==> config.mk <==
export PLATFORM = sky130hd
export DESIGN_NAME = crl_top
export DESIGN_NICKNAME = d
export VERILOG_FILES = /design/src/hdl/crl_pkg.sv /design/src/hdl/crl_sr_latch.sv /design/src/hdl/crl_top.sv
export SDC_FILE = /design/constraint.sdc
export NUM_CORES = 1
export LEC_CHECK = 0
export BUFFER_PORTS_ARGS = -buffer_cell sky130_fd_sc_hd__buf_2
export CORE_UTILIZATION = 47
export DETAILED_ROUTE_END_ITERATION = 8
export PLACE_DENSITY = 0.8
export SYNTH_ARGS = -nofsm -noshare
export SYNTH_HDL_FRONTEND = slang
export SYNTH_SLANG_ARGS = --single-unit
==> constraint.sdc <==
create_clock -name clk -period 3.05 [get_ports clk]
set_clock_uncertainty 0.2 [all_clocks]
set_input_delay 0.305 -clock clk [delete_from_list [all_inputs] [get_ports clk]]
set_output_delay 0.305 -clock clk [all_outputs]
set_load 0.02 [all_outputs]
==> src/hdl/crl_pkg.sv <==
/*
 * Shared constants for the comparator latch and reference control block:
 * register byte offsets, field positions, reset values and ratio figures.
 * Assumes a 32-bit Avalon-MM master and a 100 MHz system clock.
 */
// How it works
// Ladder powered only while its enable bit set
// Range bit plus four-bit code picks tap
// Low range gives code over 24 times ladder
// High range gives quarter plus code over 32
// Source bit picks supply or external pins
// Enable cleared clamps reference to ground, no current
// Fixed-reference enable bit turns fixed reference on
// Fast oscillator running keeps fixed reference on
// Software waits settling time after fixed enable
// Comparator 1 select routes ladder, else fixed
// Comparator 2 select routes ladder, else fixed
// Both selects clear stops ladder current
// Software sets output enable, clears port direction
// Latch set by cmp1/pulse, reset wins
// Pulse bits self-clear; writing zero does nothing
// Two config bits choose four pin routings
// After reset pins carry raw comparator results
// Enable bits gate comparator set and reset
// Status bits show true comparator results
// Bit7 puts inverted Q on pin2, bit6 Q on pin1
package crl_pkg;
    // =====================================================================
    // Register map (byte addresses)
    localparam logic [3:0] OFS_SR_LATCH_CONTROL   = 4'h0;
    localparam logic [3:0] OFS_LADDER_REF_CONTROL = 4'h4;
    localparam logic [3:0] OFS_CMP2_CONTROL_1     = 4'h8;
    localparam logic [3:0] OFS_STATUS             = 4'hc;

    // =====================================================================
    // Field positions
    localparam int BIT_LATCH_ROUTE_PIN2    = 7;
    localparam int BIT_LATCH_ROUTE_PIN1    = 6;
    localparam int BIT_CMP1_SET_ENABLE     = 5;
    localparam int BIT_CMP2_RESET_ENABLE   = 4;
    localparam int BIT_SOFT_SET_PULSE      = 3;
    localparam int BIT_SOFT_RESET_PULSE    = 2;
    localparam int BIT_FIXED_REF_ENABLE    = 0;
    localparam int BIT_LADDER_ENABLE       = 7;
    localparam int BIT_LADDER_OUT_ENABLE   = 6;
    localparam int BIT_LADDER_RANGE_SELECT = 5;
    localparam int BIT_LADDER_SOURCE_SEL   = 4;
    localparam int BIT_CMP1_RESULT         = 7;
    localparam int BIT_CMP2_RESULT         = 6;
    localparam int BIT_CMP1_REF_SELECT     = 5;
    localparam int BIT_CMP2_REF_SELECT     = 4;
    localparam int BIT_STAT_LATCH_Q        = 3;
    localparam int BIT_STAT_LADDER_CURRENT = 2;
    localparam int BIT_STAT_FIXED_ON       = 1;

    // =====================================================================
    // Reset values
    localparam logic [7:0] RST_SR_LATCH_CONTROL   = 8'h00;
    localparam logic [7:0] RST_LADDER_REF_CONTROL = 8'h00;
    localparam logic [1:0] RST_CMP_REF_SELECT     = 2'h0;

    // =====================================================================
    // Reference as a fraction of the ladder voltage, in 96ths
    localparam logic [6:0] RATIO_DENOM      = 7'h60;
    localparam logic [6:0] LOW_RANGE_STEP   = 7'h04; // 96/24
    localparam logic [6:0] HIGH_RANGE_BASE  = 7'h18; // 96/4
    localparam logic [6:0] HIGH_RANGE_STEP  = 7'h03; // 96/32
endpackage : crl_pkg

==> src/hdl/crl_sr_latch.sv <==
/*
 * Reset-dominant set-reset latch core, registered on the system clock.
 * Assumes set and reset are already synchronised to clk.
 */
`timescale 1ns/10ps
module crl_sr_latch (
    input  wire logic clk,
    input  wire logic rstn,
    input  wire logic set_in,
    input  wire logic reset_in,
    output logic      q
);
    import crl_pkg::*;

    typedef struct packed {
        logic q;
    } crl_latch_t;

    crl_latch_t st_reg;
    crl_latch_t st_next;

    // =====================================================================
    // Latch
    // Holding in a flop trades the true unclocked latch for glitch-free pins
    always_comb begin
        st_next = st_reg;
        if (reset_in) begin
            st_next.q = 1'b0;
        end else if (set_in) begin
            st_next.q = 1'b1;
        end
    end

    always_ff @(posedge clk or negedge rstn) begin
        if (!rstn) begin
            st_reg <= '0;
        end else begin
            st_reg <= st_next;
        end
    end

    assign q = st_reg.q;

    property p_reset_dominant;
        @(posedge clk) disable iff (!rstn)
        reset_in |=> !q;
    endproperty
    a_reset_dominant: assert property (p_reset_dominant)
        else $error("latch not cleared by reset input");

    property p_set_takes;
        @(posedge clk) disable iff (!rstn)
        (set_in && !reset_in) |=> q;
    endproperty
    a_set_takes: assert property (p_set_takes)
        else $error("latch not set by set input");
endmodule : crl_sr_latch

==> src/hdl/crl_top.sv <==
/*
 * Comparator latch and reference control: Avalon-MM register slave,
 * latch output routing, ladder reference code and reference steering.
 * Assumes comparator results and the oscillator flag arrive asynchronously
 * and the analog ladder acts on the control levels driven here.
 */
// The Avalon-MM register port and the placing of the registers are this design's own decisions.
`timescale 1ns/10ps
module crl_top (
    input  wire logic        clk,
    input  wire logic        rstn,
    input  wire logic [3:0]  avs_address,
    input  wire logic        avs_read,
    input  wire logic        avs_write,
    input  wire logic [31:0] avs_writedata,
    input  wire logic [3:0]  avs_byteenable,
    output logic [31:0]      avs_readdata,
    output logic             avs_waitrequest,
    input  wire logic        cmp1_result,
    input  wire logic        cmp2_result,
    input  wire logic        fast_internal_oscillator,
    output logic             cmp1_pin,
    output logic             cmp2_pin,
    output logic             ladder_power,
    output logic             ladder_current,
    output logic             ladder_clamp,
    output logic             ladder_source_select,
    output logic             ladder_range_select,
    output logic [3:0]       ladder_level_code,
    output logic [6:0]       ladder_ratio_96,
    output logic             ladder_out_enable,
    output logic             fixed_ref_on,
    output logic             cmp1_ref_ladder,
    output logic             cmp2_ref_ladder
);
    import crl_pkg::*;

    typedef struct packed {
        logic       wait_n;
        logic [7:0] rdata;
        logic [7:0] lcr;
        logic [7:0] vrc;
        logic [1:0] rsel;
        logic [1:0] c1_sync;
        logic [1:0] c2_sync;
        logic [1:0] osc_sync;
        logic       pls_set;
        logic       pls_rst;
        logic       pin1;
        logic       pin2;
        logic       ladder_pwr;
        logic       ladder_cur;
        logic       clamp;
        logic [6:0] ratio;
        logic       fixed_on;
    } crl_state_t;

    crl_state_t st_reg;
    crl_state_t st_next;

    logic latch_q;
    logic latch_set;
    logic latch_reset;
    logic c1;
    logic c2;
    logic wr_acc;

    assign c1     = st_reg.c1_sync[1];
    assign c2     = st_reg.c2_sync[1];
    assign wr_acc = avs_write & st_reg.wait_n & avs_byteenable[0];

    // =====================================================================
    // Latch inputs
    assign latch_set   = (c1 & st_reg.lcr[BIT_CMP1_SET_ENABLE]) | st_reg.pls_set;
    assign latch_reset = (c2 & st_reg.lcr[BIT_CMP2_RESET_ENABLE])
                       | st_reg.pls_rst;

    crl_sr_latch u_latch (
        .clk      (clk),
        .rstn     (rstn),
        .set_in   (latch_set),
        .reset_in (latch_reset),
        .q        (latch_q)
    );

    // =====================================================================
    // Next state
    always_comb begin
        st_next = st_reg;
        st_next.c1_sync  = {st_reg.c1_sync[0], cmp1_result};
        st_next.c2_sync  = {st_reg.c2_sync[0], cmp2_result};
        st_next.osc_sync = {st_reg.osc_sync[0], fast_internal_oscillator};
        st_next.pls_set  = 1'b0;
        st_next.pls_rst  = 1'b0;

        // One wait cycle per access; the answer lands on the second edge
        st_next.wait_n = 1'b0;
        if ((avs_read | avs_write) && !st_reg.wait_n) begin
            st_next.wait_n = 1'b1;
            st_next.rdata  = 8'h00;
            case (avs_address)
                OFS_SR_LATCH_CONTROL: begin
                    st_next.rdata = st_reg.lcr;
                end
                OFS_LADDER_REF_CONTROL: begin
                    st_next.rdata = st_reg.vrc;
                end
                OFS_CMP2_CONTROL_1: begin
                    st_next.rdata = {c1, c2, st_reg.rsel, 4'h0};
                end
                OFS_STATUS: begin
                    st_next.rdata = {c1, c2, 1'b0, 1'b0, latch_q, st_reg.ladder_cur,
                                     st_reg.fixed_on, 1'b0};
                end
                default: begin
                    st_next.rdata = 8'h00;
                end
            endcase
        end

        if (wr_acc) begin
            case (avs_address)
                OFS_SR_LATCH_CONTROL: begin
                    // Pulse bits and bit 1 never stored: they read back zero
                    st_next.lcr = avs_writedata[7:0] & 8'hf1;
                    st_next.pls_set = avs_writedata[BIT_SOFT_SET_PULSE];
                    st_next.pls_rst = avs_writedata[BIT_SOFT_RESET_PULSE];
                end
                OFS_LADDER_REF_CONTROL: begin
                    st_next.vrc = avs_writedata[7:0];
                end
                OFS_CMP2_CONTROL_1: begin
                    st_next.rsel = avs_writedata[BIT_CMP1_REF_SELECT:BIT_CMP2_REF_SELECT];
                end
                default: begin
                end
            endcase
        end

        // Pin routing from the latch configuration bits
        st_next.pin1 = st_reg.lcr[BIT_LATCH_ROUTE_PIN1] ? latch_q : c1;
        st_next.pin2 = st_reg.lcr[BIT_LATCH_ROUTE_PIN2] ? ~latch_q : c2;

        // Ladder controls
        st_next.ladder_pwr = st_reg.vrc[BIT_LADDER_ENABLE];
        st_next.ladder_cur = st_reg.vrc[BIT_LADDER_ENABLE] & (|st_reg.rsel);
        st_next.clamp      = ~st_reg.vrc[BIT_LADDER_ENABLE];
        if (!st_reg.vrc[BIT_LADDER_ENABLE]) begin
            st_next.ratio = 7'h00;
        end else if (st_reg.vrc[BIT_LADDER_RANGE_SELECT]) begin
            st_next.ratio = 7'(st_reg.vrc[3:0] * LOW_RANGE_STEP);
        end else begin
            st_next.ratio = 7'(HIGH_RANGE_BASE + st_reg.vrc[3:0] * HIGH_RANGE_STEP);
        end

        // Software owes a settling wait after this rises
        st_next.fixed_on = st_reg.lcr[BIT_FIXED_REF_ENABLE] | st_reg.osc_sync[1];
    end

    always_ff @(posedge clk or negedge rstn) begin
        if (!rstn) begin
            st_reg      <= '0;
            st_reg.lcr  <= RST_SR_LATCH_CONTROL;
            st_reg.vrc  <= RST_LADDER_REF_CONTROL;
            st_reg.rsel <= RST_CMP_REF_SELECT;
        end else begin
            st_reg <= st_next;
        end
    end

    // =====================================================================
    // Outputs
    assign avs_readdata         = {24'h000000, st_reg.rdata};
    assign avs_waitrequest      = ~st_reg.wait_n;
    assign cmp1_pin             = st_reg.pin1;
    assign cmp2_pin             = st_reg.pin2;
    assign ladder_power         = st_reg.ladder_pwr;
    assign ladder_current       = st_reg.ladder_cur;
    assign ladder_clamp         = st_reg.clamp;
    assign ladder_source_select = st_reg.vrc[BIT_LADDER_SOURCE_SEL];
    assign ladder_range_select  = st_reg.vrc[BIT_LADDER_RANGE_SELECT];
    assign ladder_level_code    = st_reg.vrc[3:0];
    assign ladder_ratio_96      = st_reg.ratio;
    assign ladder_out_enable    = st_reg.vrc[BIT_LADDER_OUT_ENABLE];
    assign fixed_ref_on         = st_reg.fixed_on;
    assign cmp1_ref_ladder      = st_reg.rsel[1];
    assign cmp2_ref_ladder      = st_reg.rsel[0];

    // =====================================================================
    // Checks
    property p_pulse_once;
        @(posedge clk) disable iff (!rstn)
        (wr_acc && avs_address == OFS_SR_LATCH_CONTROL && avs_writedata[3])
            |=> st_reg.pls_set ##1 !st_reg.pls_set;
    endproperty
    a_pulse_once: assert property (p_pulse_once)
        else $error("set pulse not a single cycle");

    property p_soft_set_latches;
        @(posedge clk) disable iff (!rstn)
        (st_reg.pls_set && !latch_reset) |=> latch_q;
    endproperty
    a_soft_set_latches: assert property (p_soft_set_latches)
        else $error("software set did not set latch");

    property p_gate_set;
        @(posedge clk) disable iff (!rstn)
        (!st_reg.lcr[5] && !st_reg.pls_set && !latch_q) |=> !latch_q;
    endproperty
    a_gate_set: assert property (p_gate_set)
        else $error("latch set while set path gated off");

    property p_no_current;
        @(posedge clk) disable iff (!rstn)
        (st_reg.rsel == 2'b00) |=> !ladder_current;
    endproperty
    a_no_current: assert property (p_no_current)
        else $error("ladder current with both selects clear");

    property p_clamp;
        @(posedge clk) disable iff (!rstn)
        !st_reg.vrc[7] |=> (ladder_ratio_96 == 7'h00 && ladder_clamp && !ladder_power);
    endproperty
    a_clamp: assert property (p_clamp)
        else $error("reference not clamped when disabled");

    property p_low_range;
        @(posedge clk) disable iff (!rstn)
        (st_reg.vrc[7] && st_reg.vrc[5])
            |=> ladder_ratio_96 == 7'($past(st_reg.vrc[3:0]) * 4);
    endproperty
    a_low_range: assert property (p_low_range)
        else $error("low range ratio wrong");

    property p_high_range;
        @(posedge clk) disable iff (!rstn)
        (st_reg.vrc[7] && !st_reg.vrc[5])
            |=> ladder_ratio_96 == 7'(24 + $past(st_reg.vrc[3:0]) * 3);
    endproperty
    a_high_range: assert property (p_high_range)
        else $error("high range ratio wrong");

    property p_osc_fixed;
        @(posedge clk) disable iff (!rstn)
        fast_internal_oscillator [*3] |=> fixed_ref_on;
    endproperty
    a_osc_fixed: assert property (p_osc_fixed)
        else $error("fixed reference off while oscillator runs");

    property p_raw_route;
        @(posedge clk) disable iff (!rstn)
        (st_reg.lcr[7:6] == 2'b00) |=> (cmp1_pin == $past(c1) && cmp2_pin == $past(c2));
    endproperty
    a_raw_route: assert property (p_raw_route)
        else $error("pins not carrying raw results");

    property p_inv_q;
        @(posedge clk) disable iff (!rstn)
        st_reg.lcr[7] |=> cmp2_pin == !$past(latch_q);
    endproperty
    a_inv_q: assert property (p_inv_q)
        else $error("pin2 not inverted latch output");

    property p_pulse_rst_once;
        @(posedge clk) disable iff (!rstn)
        (wr_acc && avs_address == OFS_SR_LATCH_CONTROL && avs_writedata[BIT_SOFT_RESET_PULSE])
            |=> st_reg.pls_rst ##1 !st_reg.pls_rst;
    endproperty
    a_pulse_rst_once: assert property (p_pulse_rst_once)
        else $error("reset pulse not a single cycle");

    property p_soft_reset_latches;
        @(posedge clk) disable iff (!rstn)
        st_reg.pls_rst |=> !latch_q;
    endproperty
    a_soft_reset_latches: assert property (p_soft_reset_latches)
        else $error("software reset did not clear latch");

    property p_gate_reset;
        @(posedge clk) disable iff (!rstn)
        (!st_reg.lcr[BIT_CMP2_RESET_ENABLE] && !st_reg.pls_rst && latch_q) |=> latch_q;
    endproperty
    a_gate_reset: assert property (p_gate_reset)
        else $error("latch cleared while reset path gated off");

    property p_fixed_enable;
        @(posedge clk) disable iff (!rstn)
        st_reg.lcr[BIT_FIXED_REF_ENABLE] |=> fixed_ref_on;
    endproperty
    a_fixed_enable: assert property (p_fixed_enable)
        else $error("fixed reference off while enable bit set");

    property p_ladder_on;
        @(posedge clk) disable iff (!rstn)
        st_reg.vrc[BIT_LADDER_ENABLE] |=> (ladder_power && !ladder_clamp);
    endproperty
    a_ladder_on: assert property (p_ladder_on)
        else $error("ladder not powered while enabled");

    property p_cmp1_current;
        @(posedge clk) disable iff (!rstn)
        (st_reg.vrc[BIT_LADDER_ENABLE] && st_reg.rsel[1]) |=> ladder_current;
    endproperty
    a_cmp1_current: assert property (p_cmp1_current)
        else $error("no ladder current with cmp1 on ladder");

    property p_cmp2_current;
        @(posedge clk) disable iff (!rstn)
        (st_reg.vrc[BIT_LADDER_ENABLE] && st_reg.rsel[0]) |=> ladder_current;
    endproperty
    a_cmp2_current: assert property (p_cmp2_current)
        else $error("no ladder current with cmp2 on ladder");

    property p_status_true;
        @(posedge clk) disable iff (!rstn)
        (avs_read && !st_reg.wait_n && avs_address == OFS_CMP2_CONTROL_1)
            |=> avs_readdata[7:6] == {$past(c1), $past(c2)};
    endproperty
    a_status_true: assert property (p_status_true)
        else $error("result bits differ from comparators");
endmodule : crl_top

; ---- After elaboration in Yosys (flattened, before gate mapping)
; Cells that the tools add are included.
[word_totals]
reg_bits = 46
in_bits = 47
output_inout_bits = 55
wordCells = 53
[op_classes]
n_addsub = 1
n_mul = 1
n_eq_ne = 3
muxes = 10
bitwise = 12
reduce_logical = 8
[ops]
columns = op, count
row1 = one-hot mux 8 bit (4 select lines), 1
row2 = 2-to-1 mux 7 bit, 2
row3 = 2-to-1 mux 9 bit, 1
row4 = "equality test 4 bit, second input constant", 2
row5 = "adder 5 x 6 -> 7 bit, first input constant", 1
row6 = "multiplier 4 x 2 -> 6 bit, second input constant", 1
row7 = AND reduction 2 bit, 3
row8 = AND 1 bit, 5
row9 = "equality test 4 x 3 -> 1 bit, second input constant", 1
row10 = logical NOT 4 bit, 1
row11 = 2-to-1 mux 1 bit, 4
row12 = 2-to-1 mux 2 bit, 2
row13 = bitwise OR 1 bit, 4
row14 = inverter 1 bit, 3
row15 = nonzero test 2 bit, 1
row16 = OR reduction 2 bit, 1
row17 = logical AND 1 bit, 1
row18 = logical NOT 1 bit, 1

; ---- Depth between registers and ports, before layout
; Gate-level depths: netlist of run 1.
[depth]
ltp_word = 4
ltp_mapped = 7
ltp_nobuf = 7

; ---- Hierarchy
; Synthesis of run 1 repeated with hierarchy kept, for this count alone.
[hier_totals]
hier_cells = 196
hier_area_um2 = 2255.9
[modules_own_cells]
columns = module, n_inst, cells_each, area_each_um2, seq_area_each_um2
row1 = crl_top, 1, 194, 2220.9, 1126.1
row2 = crl_sr_latch, 1, 2, 35.0, 25.0

; ---- Least setup slack after synthesis of run 1
; Ideal clock, no wire load.
[synth_path]
path_kind = register to register
startpoint = register st_reg (netlist bit ladder_level_code[1])
endpoint = register st_reg (netlist bit ladder_ratio_96[5])
setup_time_ns = 0.079
t_arrival_ns = 1.882
required_time_ns = 2.771
setup_slack_ns = 0.888
path_stages_with_launch = 7
path_buffers = 0
synth_period_minus_slack_ns = 2.162
cell_sequence = dfrtp_1 -> ha_1 -> inv_1 -> fa_1 -> or3b_2 -> a21oi_1 -> mux2i_1
[synth_lines]
columns = item, line
row1 = "start, declared", crl_top.sv:58  ; crl_state_t st_reg;
row2 = "start signal, assigned", crl_top.sv:167  ; st_reg <= st_next;

==> results of run 1 <==
layout make-up:
type | instances | area, µm² | area share
Clock inverter | 1 | 5.00 | 0.00206
Sequential cell | 46 | 1150 | 0.474
Inverter | 9 | 33.8 | 0.0139
Tap cell | 52 | 65.1 | 0.0268
Multi-Input combinational cell | 114 | 807 | 0.332
Clock buffer | 7 | 86.3 | 0.0355
Timing Repair Buffer | 53 | 280 | 0.115
power by group:
part / internal (mW) / switching, mW / leakage [nW]
combinational: 0.154 / 0.259 / 0.638
clock: 0.183 / 0.190 / 0.0482
sequential: 0.703 / 0.0673 / 0.582
total: 1.04 / 0.516 / 1.27
cells by family after synthesis:
group | synth area share
AO/OA/AOI/OAI | 0.0650
XOR/XNOR | 0.00386
adder cells (fa/ha/maj) | 0.0397
buffers and inverters | 0.176
flip-flops | 0.507
multiplexers | 0.118
other | 0.00165
AND/OR/NAND/NOR | 0.0893
per-layer routing:
layer / track usage / up-vias / routed length, µm
li1: - / 651 / -
met1: 0.217 / 630 / 1790
met2: 0.249 / 48 / 1770
met3: 0.0183 / 8 / 150
met4: 0.0915 / 0 / 93
met5: 0 / - / 0
layout by cell type, fill, tap and decap left out:
cell / n
buf_2: 50
o31ai_1: 1
fa_1: 2
ha_1: 4
clkinv_1: 1
nor4b_4: 1
and3b_1: 1
or2_2: 1
inv_1: 8
clkbuf_1: 1
mux2_1: 1
mux2i_1: 8
nor3_2: 1
mux2_2: 9
clkinv_2: 1
conb_1: 24
dfrtp_1: 46
and2_4: 1
nor2_1: 9
xor2_1: 1
nand2_1: 11
and2_1: 4
a2111oi_0: 1
a22o_1: 2
or3b_2: 1
clkbuf_8: 6
o21ai_0: 10
a21oi_1: 3
nor3_1: 1
and3_1: 1
a211oi_1: 3
mux2_4: 5
o21bai_2: 1
a22oi_1: 2
nand3_1: 5
dlygate4sd3_1: 3
Yosys cell counts (3+ instances only):
| library cell | number |
|---|---|
| mux2_2 | 9 |
| o21ai_0 | 10 |
| and2_1 | 4 |
| a211oi_1 | 3 |
| buf_4 | 45 |
| inv_1 | 8 |
| dfrtp_1 | 46 |
| a21oi_1 | 3 |
| nor2_1 | 9 |
| nand3_1 | 5 |
| ha_1 | 4 |
| mux2i_1 | 8 |
| mux2_4 | 5 |
| nand2_1 | 11 |
worst max-delay path by stage:
| stage | startpoint | end | slack [ps] | cells after the start |
|---|---|---|---|---|
| floorplan | ladder_level_code[1] | ladder_ratio_96[5] | 890 | 6 |
| global placement | ladder_level_code[1] | ladder_ratio_96[5] | 760 | 6 |
| detailed placement | ladder_level_code[1] | ladder_ratio_96[5] | 740 | 6 |
| CTS | ladder_level_code[1] | ladder_ratio_96[5] | 700 | 6 |
| global route | ladder_level_code[1] | ladder_ratio_96[5] | 600 | 6 |
| finish | ladder_level_code[1] | ladder_ratio_96[5] | 720 | 6 |
==> flow_metrics.py, run 1 <==
metrics = {
    "clocking": {
        "cts_made_buffers": 5,
        "ctsHtreeMaxLevel": 2,
        "hold_buffers": 3,
        "cts_tree": "done",
        "postCtsResizedCells": 0,
        "cts_setup_buffers": 0,
        "clkSinkCount": 46,
        "root_buffer": "clkbuf_8",
        "cts_buffer_depth": 2,
        "clkLatencyLatePin_ps": 300,
        "clk_pin_slew_ps": 80,
    },
    "placement": {
        "port_buffers": 50,
        "placedInstanceArea_um2": 2310,
        "dp_hpwl_um": 2900,
        "routabilityCongestion": 0.856,
        "post-place-ws_ps": 739,
        "placed_cells_incl_taps": 271,
    },
    "route": {
        "drt-initial-drc-count": 59,
        "via_per_inst": 4.74,
        "drtPass1Iterations": 4,
        "via_count": 1337,
        "wl_per_cell_um": 13.5,
        "wirelength_um": 3800,
        "ant_nets": 0,
        "drc": 0,
    },
    "global_route": {
        "antenna_found_initial": 0,
        "grt_usage": 0.159,
        "gr-total-overflow": 0,
        "grt_pass1_vias": 1264,
        "grt_max_degree": 47,
        "grt_pass1_wl_um": 6040,
    },
    "cells_and_area": {
        "final_cells": 282,
        "num-nets-final": 282,
        "largest_reg_flops": 9,
        "utilization": 0.539,
        "fillers": 418,
        "syn_to_final_growth_pct": 6.94,
        "fin_area_um2": 2430,
        "drive_gt1_frac": 0.335,
        "diodes": 0,
    },
    "pwr": {
        "finalPower_mw": 1.56,
        "p_leak_nw": 1.27,
        "ir_worst_vdd_mv": 0.348,
        "powerDensity_nw_per_um2": 641,
    },
    "sta": {
        "max_slew_margin": 0.353,
        "slew_viol_final": 0,
        "hold_ws_ps": -43.8,
        "final-hold-violation-count": 46,
        "setup_tns_ps": 0,
        "worstMarginPinSlew_ps": 971,
        "fmax_ghz": 0.429,
        "rsz0062_at_grt": "false",
        "period_minus_slack_ps": 2330,
        "fin_crit_sh": 0.764,
        "fin_ws_ps": 719,
        "finalSetupViolCount": 0,
    },
    "yosys": {
        "ys_ff_latch": 46,
        "synthFlopType": "dfrtp_1",
        "synth_area_leaders": "dfrtp_1 51%, buf_4 15%, mux2_2 4.5%",
        "ys_types": 35,
        "synth_largest_area_cell": "dfrtp_1",
        "syn_area_um2": 2270,
        "synthCells": 195,
        "synth_enable_flop_cells": 0,
        "synth_top_cell_area_share": 0.507,
        "post_synth.cell_area_avg_um2": 11.6,
        "synth.yosys.seq_area_share": 0.507,
        "async_flop_share": 1.00,
        "yosys_warnings": 0,
    },
    "worst_hold_path": {
        "hold_path.class": "input port to asynchronous set/reset pin",
    },
    "worst_setup_path": {
        "crit_slowest_cell": "dfrtp_1",
        "critPathBufInv": 1,
        "timing_worst_setup_path_type": "flop to flop",
        "critPathMaxFanout": 6,
        "cpLargestDelayFamily": "adder cells",
        "cp_data_required_time_ps": 3070,
        "r2r-end": "ladder_ratio_96[5]",
        "arrival_ps": 2350,
        "cp_cell_sequence": "ha_1 -> inv_1 -> fa_1 -> or3b_2 -> a21oi_1 -> mux2i_1",
        "reg2reg_depth": 6,
        "r2r_slack_ps": 720,
        "end_kind": "flop",
        "worst_setup_path_start_kind": "flop",
        "timing.rr.start": "ladder_level_code[1]",
        "worst_path_largest_cell_delay_ps": 460,
    },
    "status": {
        "outcome": "finished, violations left",
        "violations": "hold timing",
    },
    "flow_run": {
        "timing.max_cap.violations": 0,
    },
    "die": {
        "die_w_um": 71.5,
        "rows": 24,
        "core-area_um2": 4500,
        "dieArea_um2": 5110,
        "die_y_um": 71.5,
        "io_pins": 102,
        "start_util": 0.504,
    },
}
Note: power is estimated with default switching activity, not from simulation.
==> inputs of run 2 (changes only) <==
--- a/config.mk
+++ b/config.mk
@@ -5,10 +5,11 @@
 export SDC_FILE = /design/constraint.sdc
 export NUM_CORES = 1
 export LEC_CHECK = 0
+export ABC_AREA = 1
 export BUFFER_PORTS_ARGS = -buffer_cell sky130_fd_sc_hd__buf_2
 export CORE_UTILIZATION = 47
 export DETAILED_ROUTE_END_ITERATION = 8
-export PLACE_DENSITY = 0.8
+export PLACE_DENSITY = 0.79
 export SYNTH_ARGS = -nofsm -noshare
 export SYNTH_HDL_FRONTEND = slang
 export SYNTH_SLANG_ARGS = --single-unit
==> constraint.sdc (replaced) <==
create_clock -name clk -period 2.25 [get_ports clk]
set_clock_uncertainty 0.2 [all_clocks]
set_input_delay 0.225 -clock clk [delete_from_list [all_inputs] [get_ports clk]]
set_output_delay 0.225 -clock clk [all_outputs]
set_load 0.02 [all_outputs]
==> run 2 against run 1 <==
Compared with the run above: sequential cell count stayed put; the flow now finishes without violations; via count is 25% higher; wire length rose by 9.5%; utilization is 1.5 points higher; highest routed layer unchanged; power increased by 39%; critical endpoint is now ladder_ratio_96[4]; maximum frequency grew 16%.
==> flow_metrics.py, run 2 <==
metrics = {
    "status": {
        "outcome": "finished clean",
    },
    "worst_setup_path": {
        "worst_path_largest_cell_delay_ps": 450,
        "timing_worst_setup_path_type": "flop to flop",
        "end_kind": "flop",
        "crit_top_cell": "inv_1",
        "cp_cell_sequence": "ha_1 -> ha_1 -> inv_1 -> fa_1 -> inv_1 -> or2_2 -> nand2_1 -> o211ai_1 -> inv_1",
        "cpLargestDelayFamily": "adder cells",
        "arrival_ps": 1990,
        "timing.rr.start": "ladder_level_code[2]",
        "critPathBufInv": 3,
        "cp_data_required_time_ps": 2240,
        "r2r_slack_ps": 240,
        "crit_end": "ladder_ratio_96[4]",
        "r2r-end": "ladder_ratio_96[4]",
        "setup.worst_path.start": "ladder_level_code[2]",
        "reg2reg_depth": 9,
        "path_depth": 9,
        "worst_setup_path_start_kind": "flop",
        "critPathMaxFanout": 6,
        "crit_slowest_cell": "dfrtp_1",
    },
    "global_route": {
        "antenna_found_initial": 0,
        "grt_pass1_vias": 1469,
        "gr-total-overflow": 0,
        "grt_max_degree": 27,
        "grt_usage": 0.170,
        "grt_pass1_wl_um": 6780,
    },
    "placement": {
        "dp_hpwl_um": 3220,
        "routabilityCongestion": 0.785,
        "port_buffers": 50,
    },
    "clocking": {
        "clkLatencyLatePin_ps": 290,
        "clkSinkCount": 46,
        "hold_buffers": 12,
        "cts_tree": "done",
        "cts_made_buffers": 5,
        "cts_setup_buffers": 0,
        "root_buffer": "clkbuf_8",
        "clk_pin_slew_ps": 80,
        "ctsHtreeMaxLevel": 2,
        "postCtsResizedCells": 0,
        "cts_buffer_depth": 2,
    },
    "yosys": {
        "synthFlopType": "dfrtp_1",
        "syn_area_um2": 2350,
        "yosysMostFrequentCell": "nand2_1",
        "synthCells": 254,
        "synthMuxAreaShare": 0,
        "synth_largest_area_cell": "dfrtp_1",
        "synthAdderAreaFrac": 0.0383,
        "synth-xor-area-share": 0,
        "synth-simple-area-share": 0.210,
        "synth_enable_flop_cells": 0,
        "synth_compound_area_frac": 0.0665,
        "async_flop_share": 1.00,
        "synth_top_family_by_area": "simple AND/OR/NAND/NOR gates",
        "ys_types": 26,
        "synth_common_cells": "55 x nand2_1, 46 x buf_4, 46 x dfrtp_1",
        "post_synth.cell_area_avg_um2": 9.26,
        "synth_area_leaders": "dfrtp_1 49%, buf_4 15%, nand2_1 8.8%",
        "ys_ff_latch": 46,
        "yosys_warnings": 0,
        "synth.yosys.seq_area_share": 0.490,
        "synth_top_cell_area_share": 0.490,
    },
    "route": {
        "via_per_inst": 4.52,
        "wl_per_cell_um": 11.3,
        "drc": 0,
        "ant_nets": 0,
        "wirelength_um": 4160,
        "drtPass1Iterations": 4,
        "via_count": 1671,
        "drt-initial-drc-count": 96,
    },
    "sta": {
        "period_minus_slack_ps": 2010,
        "rsz0062_at_grt": "false",
        "finalSetupViolCount": 0,
        "worstMarginPinSlew_ps": 606,
        "max_slew_margin": 0.595,
        "fin_crit_sh": 0.893,
        "final-hold-violation-count": 0,
        "setup_tns_ps": 0,
        "slew_viol_final": 0,
        "fmax_ghz": 0.498,
    },
    "pwr": {
        "p_leak_nw": 1.45,
        "ir_worst_vdd_mv": 0.325,
        "powerDensity_nw_per_um2": 821,
    },
    "cells_and_area": {
        "layout_common_cells": "55 x nand2_1, 50 x buf_2, 46 x dfrtp_1",
        "syn_to_final_growth_pct": 12.1,
        "fillers": 453,
        "diodes": 0,
        "largest_reg_flops": 9,
        "drive_gt1_frac": 0.267,
        "utilization": 0.554,
        "num-nets-final": 356,
        "layout_commonest_cell": "nand2_1",
    },
    "die": {
        "rows": 25,
        "core-area_um2": 4750,
        "dieArea_um2": 5290,
        "start_util": 0.494,
        "io_pins": 102,
        "die_y_um": 72.7,
        "die_w_um": 72.7,
    },
    "flow_run": {
        "timing.max_cap.violations": 0,
    },
    "worst_hold_path": {
        "hold_path.class": "input port to flop",
    },
}
==> run 2: cells by family (layout without fill, tap and decap cells) <==
family,count (synthesis),after routing
AO/OA/AOI/OAI,28,28
adder cells (fa/ha/maj),6,6
buffers and inverters,71,97
flip-flops,46,46
other,1,24
AND/OR/NAND/NOR,102,102
==> run 2: worst min-delay path, delay by kind of cell <==
kind                   cells  cell delay [ps]
and+or+nand+nor            3              150
buffers and inverters      1               90
==> run 2: stage by stage <==
stage / total power, mW / setup WS [ps] / hold WS (ps) / area [µm²] / cells
floorplan: 1.59 / 380 / -271 / 2440 / 277
global placement: 1.68 / 289 / 39.8 / 2440 / 351
detailed placement: 1.71 / 258 / 48.2 / 2440 / 351
CTS: 2.19 / 246 / 5.79 / 2640 / 370
global route: 2.30 / 77.6 / 32.2 / 2640 / 370
finish: 2.16 / 241 / 16.1 / 2640 / 370
==> run 2: worst min-delay path by stage <==
stage / from / end / slack [ps] / cells after the start
after global placement: rstn / ladder_ratio_96[5] / 40 / 1
final: avs_address[0] / avs_readdata[6] / 20 / 4
after CTS: avs_address[0] / avs_readdata[6] / 6 / 4
after detailed placement: rstn / ladder_ratio_96[5] / 50 / 1
after global routing: avs_address[0] / avs_readdata[6] / 30 / 4
after floorplan: rstn / avs_readdata[0] / -270 / 0
==> run 2: layout make-up <==
class,count,area (µm²),area share
Multi-Input combinational cell,160,831,0.315
Clock buffer,5,68.8,0.0261
Clock inverter,2,10.0,0.00380
Inverter,24,90.1,0.0342
Timing Repair Buffer,66,400,0.152
Sequential cell,46,1150,0.437
Tap cell,67,83.8,0.0318
==> run 2: layer usage <==
layer / vias up / wire length (µm) / global-route usage
li1: 834 / - / -
met1: 766 / 1830 / 0.236
met2: 65 / 2040 / 0.266
met3: 6 / 224 / 0.0276
met4: 0 / 64 / 0.0719
met5: - / 0 / 0
==> run 2: power by group <==
| group | internal (mW) | switching, mW |
|---|---|---|
| logic | 0.215 | 0.428 |
| clock network | 0.208 | 0.252 |
| registers | 0.971 | 0.0886 |
| total | 1.39 | 0.769 |
==> inputs of run 3 (changes only) <==
--- a/config.mk
+++ b/config.mk
@@ -6,10 +6,11 @@
 export NUM_CORES = 1
 export LEC_CHECK = 0
 export ABC_AREA = 1
-export BUFFER_PORTS_ARGS = -buffer_cell sky130_fd_sc_hd__buf_2
+export BUFFER_PORTS_ARGS = -buffer_cell sky130_fd_sc_hd__buf_4
 export CORE_UTILIZATION = 47
 export DETAILED_ROUTE_END_ITERATION = 8
 export PLACE_DENSITY = 0.79
+export RECOVER_POWER = 25
 export SYNTH_ARGS = -nofsm -noshare
 export SYNTH_HDL_FRONTEND = slang
 export SYNTH_SLANG_ARGS = --single-unit
==> run 3 against run 2 <==
Compared with the run above: critical path type unchanged; combinational power grew 10%; register-to-register slack worse by 20 ps; critical path depth unchanged; via count fell by 0.84%; largest power group unchanged; first-iteration DRC count fell by 4.2%; the flow now finishes with violations (DRC); global-route usage increased by 0.27 points; utilization up 2.7 points; sequential power barely moved; wire length fell by 0.50%.
==> flow_metrics.py, run 3 (synthesis results as in run 2) <==
metrics = {
    "worst_setup_path": {
        "cp_cell_sequence": "ha_1 -> ha_1 -> inv_1 -> fa_1 -> inv_1 -> or2_2 -> nand2_1 -> o211ai_1 -> inv_1",
        "end_kind": "flop",
        "arrival_ps": 2020,
        "worst_path_largest_cell_delay_ps": 460,
        "critPathMaxFanout": 6,
        "worst_setup_path_start_kind": "flop",
        "cp_data_required_time_ps": 2240,
        "timing_worst_setup_path_type": "flop to flop",
        "crit_slowest_cell": "dfrtp_1",
        "crit_top_cell": "inv_1",
    },
    "clocking": {
        "cts_buffer_depth": 2,
        "clkLatencyLatePin_ps": 290,
        "ctsHtreeMaxLevel": 2,
        "cts_setup_buffers": 0,
        "cts_made_buffers": 5,
        "postCtsResizedCells": 0,
        "root_buffer": "clkbuf_8",
        "clkSinkCount": 46,
        "clk_pin_slew_ps": 80,
        "hold_buffers": 13,
        "cts_tree": "done",
    },
    "pwr": {
        "p_leak_nw": 1.48,
        "ir_worst_vdd_mv": 0.392,
        "powerDensity_nw_per_um2": 823,
    },
    "route": {
        "drt-initial-drc-count": 92,
        "wl_met3_um": 234,
        "wl_per_cell_um": 11.2,
        "via_count": 1657,
        "drtPass1Iterations": 6,
        "wl_met1_um": 1790,
        "wirelength_um": 4140,
        "ant_nets": 0,
        "top_layer": "met4",
        "met2WireLength_um": 1990,
        "via_per_inst": 4.48,
        "drc": 1,
    },
    "die": {
        "die_y_um": 72.7,
        "rows": 25,
        "die_w_um": 72.7,
        "core-area_um2": 4750,
        "dieArea_um2": 5290,
        "io_pins": 102,
        "start_util": 0.494,
    },
    "sta": {
        "period_minus_slack_ps": 2030,
        "finalSetupViolCount": 0,
        "final-hold-violation-count": 0,
        "rsz0062_at_grt": "false",
        "worstMarginPinSlew_ps": 1100,
        "setup_tns_ps": 0,
        "max_slew_margin": 0.269,
        "slew_viol_final": 0,
        "fin_crit_sh": 0.903,
        "fin_ws_ps": 218,
        "fmax_ghz": 0.492,
    },
    "placement": {
        "dp_hpwl_um": 3150,
        "port_buffers": 50,
        "routabilityCongestion": 0.782,
        "placed_cells_incl_taps": 349,
        "post-place-ws_ps": 251,
    },
    "cells_and_area": {
        "multi_input_area_um2": 831,
        "utilization": 0.582,
        "ff_latch_area_um2": 1150,
        "diodes": 0,
        "syn_to_final_growth_pct": 17.6,
        "drive_gt1_frac": 0.261,
        "num-nets-final": 355,
        "layout_commonest_cell": "nand2_1",
        "largest_reg_flops": 9,
        "layout_common_cells": "55 x nand2_1, 48 x buf_4, 46 x dfrtp_1",
        "fillers": 437,
        "final_cells": 370,
    },
    "worst_hold_path": {
        "hold_path.class": "input port to flop",
    },
    "global_route": {
        "grt_usage": 0.173,
        "grt_pass1_wl_um": 6760,
        "antenna_found_initial": 0,
        "gr-total-overflow": 0,
        "grt_pass1_vias": 1493,
        "grt_max_degree": 47,
    },
    "flow_run": {
        "timing.max_cap.violations": 0,
    },
    "status": {
        "violations": "DRC",
        "outcome": "finished, violations left",
    },
}
[run 3: cell count changes in the layout (fill, tap and decap cells not counted)]
cell / previous run / this run
clkinv_2: 2 / 1
clkbuf_1: 0 / 1
clkbuf_8: 5 / 6
buf_2: 50 / 0
clkbuf_4: 0 / 3
clkbuf_2: 0 / 1
buf_4: 4 / 48
dlygate4sd3_1: 12 / 13
[run 3: cell type report]
cell class              instances  area share
clock buffers                   7      0.0312
clock inverters                 1     0.00181
inverters                      24      0.0326
multi-input cells             160       0.300
flip-flops and latches         46       0.416
well taps                      67      0.0303
repair buffers                 65       0.187
[run 3: through the flow]
step                power [mW]  cell area, µm²  hold slack (ps)
floorplan                 1.59            2440             -271
global placement          1.76            2550             51.6
detailed placement        1.78            2550             55.3
CTS                       2.30            2770             2.13
global route              2.42            2770             28.6
finish                    2.27            2770             8.91
[run 3: critical path, delay by kind of cell, from the launching register on]
| kind | cells | cell delay, ps |
|---|---|---|
| fa+ha+maj | 3 | 850 |
| flops | 1 | 460 |
| simple gates | 2 | 160 |
| compound gates | 1 | 80 |
| buf+inv | 3 | 190 |
[run 3: path summary, 6_finish.rpt]
| path | start | endpoint | slack, ps | cells past startpoint |
|---|---|---|---|---|
| worst min register to register | st_next[20] | c1 | 160 | 0 |
| worst max-delay path | ladder_level_code[1] | ladder_ratio_96[4] | 220 | 9 |
| worst max register to register | ladder_level_code[1] | ladder_ratio_96[4] | 220 | 9 |
| worst min-delay path | avs_address[1] | avs_readdata[6] | 9 | 4 |
| min in group asynchronous | rstn | ladder_power | 470 | 2 |
| max in group asynchronous | rstn | fixed_ref_on | 720 | 2 |
[run 3: layer usage]
metal  vias to the layer above  track usage
met5                         -            0
met4                         0        0.102
met3                         8       0.0373
met2                        56        0.278
met1                       758        0.215
li1                        835            -
[run 3: power breakdown]
part / leakage (nW) / switching, mW / internal, mW
Clock: 0.0482 / 0.254 / 0.248
Sequential: 0.556 / 0.0946 / 0.971
Combinational: 0.879 / 0.425 / 0.282
